==> src/logic/rlsm_pkg.sv <==
// Constants shared by the runway light setting monitor.
// Assumes a 125 MHz system clock and lamp currents reported in milliamps.
package rlsm_pkg;

  // Clock and time base
  localparam int unsigned CLK_PERIOD_NS = 8;
  localparam int unsigned MS_IN_NS      = 1000000;
  localparam int unsigned TICK_CYCLES   = (MS_IN_NS + CLK_PERIOD_NS - 1) / CLK_PERIOD_NS;

  // Coast limit for a missing channel, in seconds and in millisecond ticks
  localparam int unsigned COAST_LIMIT_S  = 30;
  localparam int unsigned COAST_LIMIT_MS = COAST_LIMIT_S * 1000;
  localparam int unsigned COAST_W        = 15;

  // Default interval between set updates, in millisecond ticks
  localparam int unsigned SAMPLE_PERIOD_MS = 1000;
  localparam int unsigned PERIOD_W         = 16;

  // Channel count, current width and step width
  localparam int unsigned NUM_CH  = 8;
  localparam int unsigned CUR_W   = 16;
  localparam int unsigned STEP_W  = 3;
  localparam int unsigned NUM_THR = 5;

  localparam logic [STEP_W-1:0] STEP_OFF = 3'h0;
  localparam logic [STEP_W-1:0] STEP_MAX = 3'h5;

  // Full-scale lamp current of each circuit type, mA
  localparam logic [CUR_W-1:0] FS_LOW_MA  = 16'h19c8; // 6.6 A
  localparam logic [CUR_W-1:0] FS_HIGH_MA = 16'h4e20; // 20 A
  // Headroom above full scale, as a right shift of full scale (1/16)
  localparam int unsigned OVR_SHIFT = 4;

  // Lowest current of steps 1..5, mA; entry 0 is step 1
  localparam logic [NUM_THR-1:0][CUR_W-1:0] THR_LOW = {
    16'h1770, 16'h12c0, 16'h0ed8, 16'h0c1c, 16'h09c4};
  localparam logic [NUM_THR-1:0][CUR_W-1:0] THR_HIGH = {
    16'h4718, 16'h38a4, 16'h2cec, 16'h24b8, 16'h1db0};

  // Circuit type and set membership encodings
  localparam logic CKT_LOW   = 1'b0;
  localparam logic CKT_HIGH  = 1'b1;
  localparam logic SET_EDGE  = 1'b0;
  localparam logic SET_CLINE = 1'b1;

endpackage

==> src/logic/rlsm_chan.sv <==
// Per-channel sample tracker: holds the last valid step and ages it.
// Assumes one-cycle sample strobes and a one-cycle millisecond tick.
`timescale 1ns/1ps
module rlsm_chan #(
  parameter int unsigned COAST_MS = rlsm_pkg::COAST_LIMIT_MS
) (
  input  wire logic                        clk,
  input  wire logic                        rst,
  input  wire logic                        smp_stb,
  input  wire logic                        smp_good,
  input  wire logic [rlsm_pkg::STEP_W-1:0] smp_step,
  input  wire logic                        ms_tick,
  output logic      [rlsm_pkg::STEP_W-1:0] step_out,
  output logic                             valid_out
);

  localparam logic [rlsm_pkg::COAST_W-1:0] COAST_END = COAST_MS[rlsm_pkg::COAST_W-1:0];

  logic [rlsm_pkg::STEP_W-1:0]  held_r,  held_nxt;
  logic [rlsm_pkg::COAST_W-1:0] age_r,   age_nxt;

  // hold last good
  // A good sample refreshes the held step; otherwise the old one is coasted
  always_comb begin
    held_nxt = held_r;
    age_nxt  = age_r;
    if (smp_stb && smp_good) begin
      held_nxt = smp_step;
      age_nxt  = '0;
    end else if (ms_tick && age_r != COAST_END) begin
      age_nxt = age_r + 1'b1;
    end
  end

  // Start out failed: nothing valid has been seen since reset
  always_ff @(posedge clk) begin
    if (rst) begin
      held_r <= rlsm_pkg::STEP_OFF;
      age_r  <= COAST_END;
    end else begin
      held_r <= held_nxt;
      age_r  <= age_nxt;
    end
  end

  assign valid_out = (age_r != COAST_END);
  assign step_out  = valid_out ? held_r : rlsm_pkg::STEP_OFF;
endmodule

==> src/logic/rlsm_top.sv <==
// Runway light setting monitor: turns lamp-current sensor readings into
// combined edge and centerline step settings for the visual-range path.
// Assumes each sensor gives a one-cycle strobe with its rms reading in mA.
//
// Notes on behaviour
// - Step comes from each channel's measured rms lamp current, never a command.
// - Eight channels, each either a 6.6 A or a 20 A circuit.
// - A missing sample is replaced by that channel's last valid sample.
// - Coast at most 30 s without valid data, then mark the channel failed.
// - A channel with an invalid measurement coasts on its held step and reports step zero only once it is marked failed.
// - Any invalid channel in a multi-regulator set forces that set to zero.
// - With every channel valid, the set takes the lowest channel step.
`timescale 1ns/1ps
module rlsm_top #(
  parameter int unsigned NUM_CH      = rlsm_pkg::NUM_CH,
  parameter int unsigned TICK_CYC    = rlsm_pkg::TICK_CYCLES,
  parameter int unsigned COAST_MS    = rlsm_pkg::COAST_LIMIT_MS,
  parameter int unsigned PERIOD_MS   = rlsm_pkg::SAMPLE_PERIOD_MS
) (
  input  wire logic                                 SYS_CLK,
  input  wire logic                                 SYS_RST,
  input  wire logic [NUM_CH-1:0]                    SMP_STB,
  input  wire logic [NUM_CH-1:0]                    SMP_OK,
  input  wire logic [NUM_CH*rlsm_pkg::CUR_W-1:0]    SMP_CURRENT,
  input  wire logic [NUM_CH-1:0]                    CH_USED,
  input  wire logic [NUM_CH-1:0]                    CH_CKT_TYPE,
  input  wire logic [NUM_CH-1:0]                    CH_SET_MAP,
  output logic      [NUM_CH-1:0]                    CH_VALID,
  output logic      [NUM_CH*rlsm_pkg::STEP_W-1:0]   CH_STEP,
  output logic      [rlsm_pkg::STEP_W-1:0]          EDGE_STEP,
  output logic                                      EDGE_FAIL,
  output logic      [rlsm_pkg::STEP_W-1:0]          CLINE_STEP,
  output logic                                      CLINE_FAIL,
  output logic                                      SET_UPDATE
);

  localparam int unsigned SW = rlsm_pkg::STEP_W;
  localparam int unsigned CW = rlsm_pkg::CUR_W;
  localparam int unsigned TW = $clog2(TICK_CYC + 1);
  localparam logic [TW-1:0] TICK_END = TW'(TICK_CYC - 1);
  localparam logic [rlsm_pkg::PERIOD_W-1:0] PERIOD_END = rlsm_pkg::PERIOD_W'(PERIOD_MS - 1);

  // current to step
  // Steps count thresholds met, so a dim regulator never reads brighter
  function automatic logic [SW-1:0] cur_to_step(input logic [CW-1:0] cur,
                                                input logic            ckt);
    logic [SW-1:0] s;
    s = rlsm_pkg::STEP_OFF;
    for (int k = 0; k < rlsm_pkg::NUM_THR; k++) begin
      if (cur >= ((ckt == rlsm_pkg::CKT_HIGH) ? rlsm_pkg::THR_HIGH[k] :
                                                 rlsm_pkg::THR_LOW[k])) begin
        s = SW'(k + 1);
      end
    end
    return s;
  endfunction

  // circuit range check
  // Readings far above the circuit's full scale point to a wrong type or a bad sensor
  function automatic logic in_range(input logic [CW-1:0] cur, input logic ckt);
    logic [CW:0] lim;
    lim = '0;
    if (ckt == rlsm_pkg::CKT_HIGH) begin
      lim = {1'b0, rlsm_pkg::FS_HIGH_MA} + (rlsm_pkg::FS_HIGH_MA >> rlsm_pkg::OVR_SHIFT);
    end else begin
      lim = {1'b0, rlsm_pkg::FS_LOW_MA} + (rlsm_pkg::FS_LOW_MA >> rlsm_pkg::OVR_SHIFT);
    end
    return {1'b0, cur} <= lim;
  endfunction

  // lowest valid step
  // Returns {fail, step}; an empty set reads step zero without a failure
  function automatic logic [SW:0] set_combine(input logic [NUM_CH-1:0]    member,
                                              input logic [NUM_CH-1:0]    valid,
                                              input logic [NUM_CH*SW-1:0] steps);
    logic          fail;
    logic          any;
    logic [SW-1:0] low;
    fail = 1'b0;
    any  = 1'b0;
    low  = rlsm_pkg::STEP_MAX;
    for (int c = 0; c < NUM_CH; c++) begin
      if (member[c]) begin
        any = 1'b1;
        if (!valid[c]) begin
          fail = 1'b1;
        end else if (steps[c*SW +: SW] < low) begin
          low = steps[c*SW +: SW];
        end
      end
    end
    if (fail || !any) begin
      low = rlsm_pkg::STEP_OFF;
    end
    return {fail, low};
  endfunction

  // Millisecond tick and update-period counters
  logic [TW-1:0]                   tick_cnt_r, tick_cnt_nxt;
  logic [rlsm_pkg::PERIOD_W-1:0]   per_cnt_r,  per_cnt_nxt;
  logic                            ms_tick;
  logic                            period_tick;

  assign ms_tick     = (tick_cnt_r == TICK_END);
  assign period_tick = ms_tick && (per_cnt_r == PERIOD_END);

  always_comb begin
    tick_cnt_nxt = ms_tick ? '0 : tick_cnt_r + 1'b1;
    per_cnt_nxt  = per_cnt_r;
    if (ms_tick) begin
      per_cnt_nxt = (per_cnt_r == PERIOD_END) ? '0 : per_cnt_r + 1'b1;
    end
  end

  always_ff @(posedge SYS_CLK) begin
    if (SYS_RST) begin
      tick_cnt_r <= '0;
      per_cnt_r  <= '0;
    end else begin
      tick_cnt_r <= tick_cnt_nxt;
      per_cnt_r  <= per_cnt_nxt;
    end
  end

  // Per-channel trackers; an unused channel is held in reset, so it reads failed
  // at once even if it is dropped mid-run, and needs a fresh sample when reused
  logic [NUM_CH-1:0]    ch_valid;
  logic [NUM_CH*SW-1:0] ch_step;
  logic [NUM_CH-1:0]    ch_good;

  for (genvar g = 0; g < NUM_CH; g++) begin : g_ch
    logic [CW-1:0] cur;
    assign cur = SMP_CURRENT[g*CW +: CW];
    assign ch_good[g] = SMP_OK[g] && in_range(cur, CH_CKT_TYPE[g]);
    rlsm_chan #(
      .COAST_MS (COAST_MS)
    ) u_chan (
      .clk       (SYS_CLK),
      .rst       (SYS_RST || !CH_USED[g]),
      .smp_stb   (SMP_STB[g] && CH_USED[g]),
      .smp_good  (ch_good[g]),
      .smp_step  (cur_to_step(cur, CH_CKT_TYPE[g])),
      .ms_tick   (ms_tick),
      .step_out  (ch_step[g*SW +: SW]),
      .valid_out (ch_valid[g])
    );
  end

  logic [NUM_CH-1:0] edge_mem;
  logic [NUM_CH-1:0] cline_mem;
  logic [SW:0]       edge_comb;
  logic [SW:0]       cline_comb;

  assign edge_mem   = CH_USED & ~CH_SET_MAP;
  assign cline_mem  = CH_USED & CH_SET_MAP;
  assign edge_comb  = set_combine(edge_mem, ch_valid, ch_step);
  assign cline_comb = set_combine(cline_mem, ch_valid, ch_step);

  // Published outputs change only at the period boundary, so the consumer
  // sees one coherent snapshot of all channels per update
  logic [NUM_CH-1:0]    chv_r,   chv_nxt;
  logic [NUM_CH*SW-1:0] chs_r,   chs_nxt;
  logic [SW:0]          edge_r,  edge_nxt;
  logic [SW:0]          cline_r, cline_nxt;
  logic                 upd_r,   upd_nxt;

  always_comb begin
    chv_nxt   = chv_r;
    chs_nxt   = chs_r;
    edge_nxt  = edge_r;
    cline_nxt = cline_r;
    upd_nxt   = period_tick;
    if (period_tick) begin
      chv_nxt   = ch_valid;
      chs_nxt   = ch_step;
      edge_nxt  = edge_comb;
      cline_nxt = cline_comb;
    end
  end

  always_ff @(posedge SYS_CLK) begin
    if (SYS_RST) begin
      chv_r   <= '0;
      chs_r   <= '0;
      edge_r  <= '0;
      cline_r <= '0;
      upd_r   <= 1'b0;
    end else begin
      chv_r   <= chv_nxt;
      chs_r   <= chs_nxt;
      edge_r  <= edge_nxt;
      cline_r <= cline_nxt;
      upd_r   <= upd_nxt;
    end
  end

  assign CH_VALID   = chv_r;
  assign CH_STEP    = chs_r;
  assign EDGE_FAIL  = edge_r[SW];
  assign EDGE_STEP  = edge_r[SW-1:0];
  assign CLINE_FAIL = cline_r[SW];
  assign CLINE_STEP = cline_r[SW-1:0];
  assign SET_UPDATE = upd_r;
endmodule

==> config.mk <==
export PLATFORM = sky130hd
export DESIGN_NAME = rlsm_top
export DESIGN_NICKNAME = d
export VERILOG_FILES = /design/src/logic/rlsm_pkg.sv /design/src/logic/rlsm_chan.sv /design/src/logic/rlsm_top.sv
export SDC_FILE = /design/constraint.sdc
export NUM_CORES = 1
export LEC_CHECK = 0
export ABC_AREA = 1
export BUFFER_PORTS_ARGS = -buffer_cell sky130_fd_sc_hd__buf_2
export CORE_ASPECT_RATIO = 0.75
export CORE_MARGIN = 2
export CORE_UTILIZATION = 40
export CTS_BUF_LIST = sky130_fd_sc_hd__clkbuf_8
export DETAILED_ROUTE_END_ITERATION = 10
export PLACE_DENSITY_LB_ADDON = 0.3
export SETUP_SLACK_MARGIN = 0.05
export SLEW_MARGIN = 20
export SYNTH_ARGS = -nofsm -noshare
export SYNTH_HDL_FRONTEND = slang
export SYNTH_SLANG_ARGS = --single-unit
==> constraint.sdc <==
create_clock -name SYS_CLK -period 6.8 [get_ports SYS_CLK]
set_clock_uncertainty 0.2 [all_clocks]
set_input_delay 0.68 -clock SYS_CLK [delete_from_list [all_inputs] [get_ports SYS_CLK]]
set_output_delay 0.68 -clock SYS_CLK [all_outputs]
set_load 0.02 [all_outputs]
# Word-level counts from Yosys, hierarchy flattened
# Cells that the tools add are included.
# word_totals
reg_bits	218
output_inout_bits	41
# classes
n_mux	208
bitwise_logic	3
reduce_logical	70
eq_ne	10
order_cmp	63
add_sub_neg	10
# op_table
op	count
$mux 15	32
$ge 16x14->1	24
$mux 14	24
$mux 3	72
$le 16x17->1	8
$ge 16x13->1	8
$ge 16x15->1	8
$add 15x1->15 const B	8
$ne 15x15->1 const B	8
$mux 13	8
$mux 1	55
$lt 3x3->1	14
$logic_and 1x1->1	33
$mux 2	16
$reduce_or 2->1	9
$add 17x1->17 const B	1
$eq 17x17->1 const B	1
$add 16x1->16 const B	1
$and 8x8->8	2
$eq 16x10->1 const B	1
$mux 16	1
$reduce_bool 2->1	8
$logic_not 1->1	10
$logic_or 1x1->1	10
2 further kinds	2

# Logic depth before layout (Yosys ltp)
# depth
word_depth	35
depth_mapped	61

# By module
# A second synthesis with hierarchy kept.
# hier_totals
hier_cells	3031
hier_area_um2	19407.4
# modules_own_cells
mod	cells_each	instances	area_per_inst_um2
rlsm_top	1671	1	10378.7
rlsm_chan	170	8	1128.6

# Worst setup path before layout
# OpenSTA, ideal clock, no wires.
# synth_timing
path_type	flip-flop to flip-flop
start	register g_ch[0].u_chan.age_r[0] (netlist bit)
end	register cline_r[2]
stages_incl_launch_ff	56
setup_slack_ns	0.569
t_required_ns	6.483
t_arrival_ns	5.913
synth_period_minus_slack_ns	6.231
cell_sequence	dfxtp_1 -> inv_1 -> ha_1 -> nand2_1 -> inv_1 -> nand2_1 -> nor2_2 -> nand2_2 -> nand2_1 -> nor2_1 -> inv_1 -> nor2_1 -> inv_1 -> ha_1 -> nand2_1 -> nand2_1 -> nand2_2 -> nand2_2 -> [... 20 more ...] -> ha_1 -> nand2_1 -> nand2_1 -> nand2_2 -> nand2_2 -> nand2_1 -> o21ai_0 -> ha_1 -> a211oi_1 -> nand2_2 -> nand2_1 -> o21ai_0 -> ha_1 -> nand2_1 -> inv_1 -> nor4_1 -> nand2_1 -> a32o_1
# synth_between
elab_chain_len	35
elab_cells_between_ends	52
classes_between	order compare (8); eq/ne (1); mux (42); reduce/logical (1)
# synth_lines
item	line_no	rtl
start: declaration	rlsm_chan.sv:20	logic [rlsm_pkg::COAST_W-1:0] age_r, age_nxt;
start signal: assignment	rlsm_chan.sv:42	age_r <= age_nxt;
$ne 15x15->1 (*)	rlsm_chan.sv:46	assign valid_out = (age_r != COAST_END);
$mux 3	rlsm_chan.sv:47	assign step_out = valid_out ? held_r : rlsm_pkg::STEP_OFF;
$lt 3x3->1	rlsm_top.sv:87	end else if (steps[c*SW +: SW] < low) begin
$mux 3	rlsm_top.sv:87	
$mux 3	rlsm_top.sv:85	if (!valid[c]) begin
$mux 3	rlsm_top.sv:83	if (member[c]) begin
$lt 3x3->1	rlsm_top.sv:87	
$mux 3	rlsm_top.sv:87	
[... 19 more ...]	n/a	
$mux 3	rlsm_top.sv:87	
$mux 3	rlsm_top.sv:85	
$mux 3	rlsm_top.sv:83	
$lt 3x3->1	rlsm_top.sv:87	
$mux 3	rlsm_top.sv:87	
$mux 3	rlsm_top.sv:85	
$mux 3	rlsm_top.sv:83	
$mux 3 (*)	rlsm_top.sv:92	if (fail || !any) begin
end signal: assignment	rlsm_top.sv:192	cline_r <= cline_nxt;
end: declaration	rlsm_top.sv:164	logic [SW:0] cline_r, cline_nxt;
# Mark *: on every way between the ends. The rest lies on a longest branch, timed or not.
# A chain may end at the register's enable or synchronous reset.

# Worst setup path after layout
# Ends and elaborated chain as after synthesis.

==> impl_metrics.toml <==
[run_status]
status = "finished clean"

[sta]
setup_viol = 0
rsz0062_at_grt = "true"
worst_pin_slew_ps = 1050
post-route-min-period_ps = 6500
slew_viol_final = 0
fin_crit_sh_pct = 95.6
maxSlewHeadroom_pct = 28.2
hold_viol_final = 0
max_freq_mhz = 154
hold_slack_ps = 240

[yosys]
synth.area.top_cells = "dfxtp_1, ha_1, nand2_1"
synth_cells = 2742
synth_area_um2 = 17900
synth_edf_count = 0
synth_warnings = 0
syn_avg_cell_area_um2 = 6.53
synth_most_common_cell = "nand2_1"
yosysSeqAreaShare_pct = 24.4
synthArstFlopShare_pct = 0
synth_nets = 3117
synth_commonest_cells = "nand2_1, inv_1, nor2_1, dfxtp_1, ha_1"
yosysTopAreaCell = "dfxtp_1"
yosysUniqueCellTypes = 55
netlist.area_leader.share_pct = 24.4
synth_seq_cells = 218
synth_ff_type = "dfxtp_1"

[grt]
grt_pass1_wl_mm = 88.3
antenna_found_initial = 2
grt_pass1_vias = 17888
grt_overflow_total = 0
grtUsageTotal_pct = 22.8
grt_max_degree = 47

[worst_setup_path]
crit_family = "simple AND/OR/NAND/NOR gates"
crit_buf_inv = 7
crit_path_max_incr_delay_ps = 360
cp.required_ps = 7030
crit-reg2reg-launch = "g_ch[0].u_chan.age_r[0]"
crit_path_start_kind = "flip-flop"
crit_type = "reg -> reg"
crit_arrival_ps = 6730
slowest_stage = "dfxtp_2"
crit_fanout = 5
worst_path_most_repeated_cell = "nand2_2"
endpoint_kind = "flip-flop"
crit_start = "g_ch[0].u_chan.age_r[0]"

[clocking]
hold_buffers = 0
clock_sinks = 218
htreeDepth = 2
cts-buffers-inserted = 37
clock_path_buffers = 3
insertion_delay_ps = 550
cts_root_buffer = "clkbuf_8"
tritoncts = "built"
clkTransAtPathRegs_ps = 60

[finish]
nNetsFinal = 3376
fillCellCount = 4585
syn2layout_area_growth_pct = 16.4
multiInputGateArea_um2 = 11900
drive_gt1_share_pct = 13.0
seq_area_um2 = 4370
final_cells = 3616
final_util_pct = 46.9

[floorplan]
coreArea_um2 = 44400
die-area_um2 = 46500
initial_core_util_pct = 40.3
die_h_um = 187
io_pins = 211
fp.dieW_um = 248
std_cell_rows = 67

[placed_design]
place.gp.congestion = 0.972
dp_hpwl_mm = 43.2
dp_cells = 3533
io_buffers = 210

[route]
drtIter0Drc = 1671
dr.pass1.iters = 6
ant_nets = 0
wire_per_inst_um = 15.1
vias_per_cell = 5.35
route.detailed.drc = 0
drt_wl_total_mm = 54.7
vias = 19363

[hold_path]
hold_path.class = "reg -> reg"
hold_start = "CH_VALID[7]"

[pwr]
power.density_nw_per_um2 = 154
leakage_nw = 10.1
peakVddDrop_mv = 0.130

[job]
drv_cap = 0
==> flip-flops by register name, summed over array words and instances (netlist names) <==
signal              flops
per_cnt_r              16
tick_cnt_r             17
CH_STEP                24
edge_r                  4
SET_UPDATE              1
CH_VALID                8
cline_r                 4
g_ch.u_chan.held_r     24
g_ch.u_chan.age_r     120
==> power breakdown <==
part	leakage (nW)	switching (W)	internal, W
Sequential	1.76	0.00000560	0.00128
Clock	0.462	0.000552	0.000781
Combinational	7.86	0.000379	0.000206
Total	10.1	0.000936	0.00227
==> cells in the final DEF, fill, tap and decap left out, drive strengths merged, types with 21 or more instances in the layout <==
master  synthesis  final
a21oi         118    118
a31oi          21     21
buf             0    233
clkbuf         13     51
dfxtp         218    218
ha            205    205
inv           454    461
nand2         577    577
nand3         187    187
nand4          70     70
nor2          322    322
nor3           99     99
nor4           52     52
o21ai         155    155
xor2           42     42
==> per-stage QoR <==
step	TNS [ps]	instance area, um2	power [W]	setup WS (ps)
2_1_floorplan	0	17900	0.00167	569
3_3_place_gp	0	19700	0.00187	144
3_5_place_dp	-476	19700	0.00188	-211
4_1_cts	0	20500	0.00322	126
5_1_grt	-323	20800	0.00337	-110
6_report	0	20800	0.00321	301
==> cells by family after synthesis <==
| family | synth area share [%] |
|---|---|
| AOI/OAI and AO/OA | 15.5 |
| xor gates and xnor gates | 2.55 |
| adders and majority gates | 14.3 |
| buffers and inverters | 9.84 |
| DFF | 24.4 |
| and+or+nand+nor | 33.4 |
==> area by class of cell <==
cell class / count / share of cell area, %
multi-input combinational: 2055 / 57.3
sequential: 218 / 21.0
inverter: 456 / 8.22
timing repair buffer: 233 / 5.87
tap: 586 / 3.52
clock buffer: 51 / 3.37
clock inverter: 15 / 0.691
antenna: 2 / 0.0240
==> worst register-to-register path: cells and delay by family (launching register included) <==
kind                       cells  cell delay, ps
adders and majority gates      6            1410
buffers and inverters          7             540
DFF                            1             360
AOI/OAI and AO/OA              6             740
and+or+nand+nor               39            3130
==> timing repair <==
item	in CTS	in global routing
pin swaps	0	40
setup buffers	0	15
endpoints found under the setup margin	3	6
gates resized for setup	5	56
==> path summary, 6_finish.rpt <==
check                     end  slack [ps]  depth (start not counted)
setup / recovery   cline_r[2]         300                         58
hold / removal    CH_VALID[7]         240                          2
setup reg to reg   cline_r[2]         300                         58
hold reg to reg   CH_VALID[7]         240                          2
==> layer usage <==
metal | global-route usage, % | vias up | routed length, um
met5 | 0 | - | 0
met4 | 6.82 | 0 | 1580
met3 | 4.02 | 108 | 3920
met2 | 35.0 | 642 | 23100
met1 | 32.5 | 8848 | 26100
li1 | - | 9765 | -
Note: power is estimated with default switching activity, not from simulation.
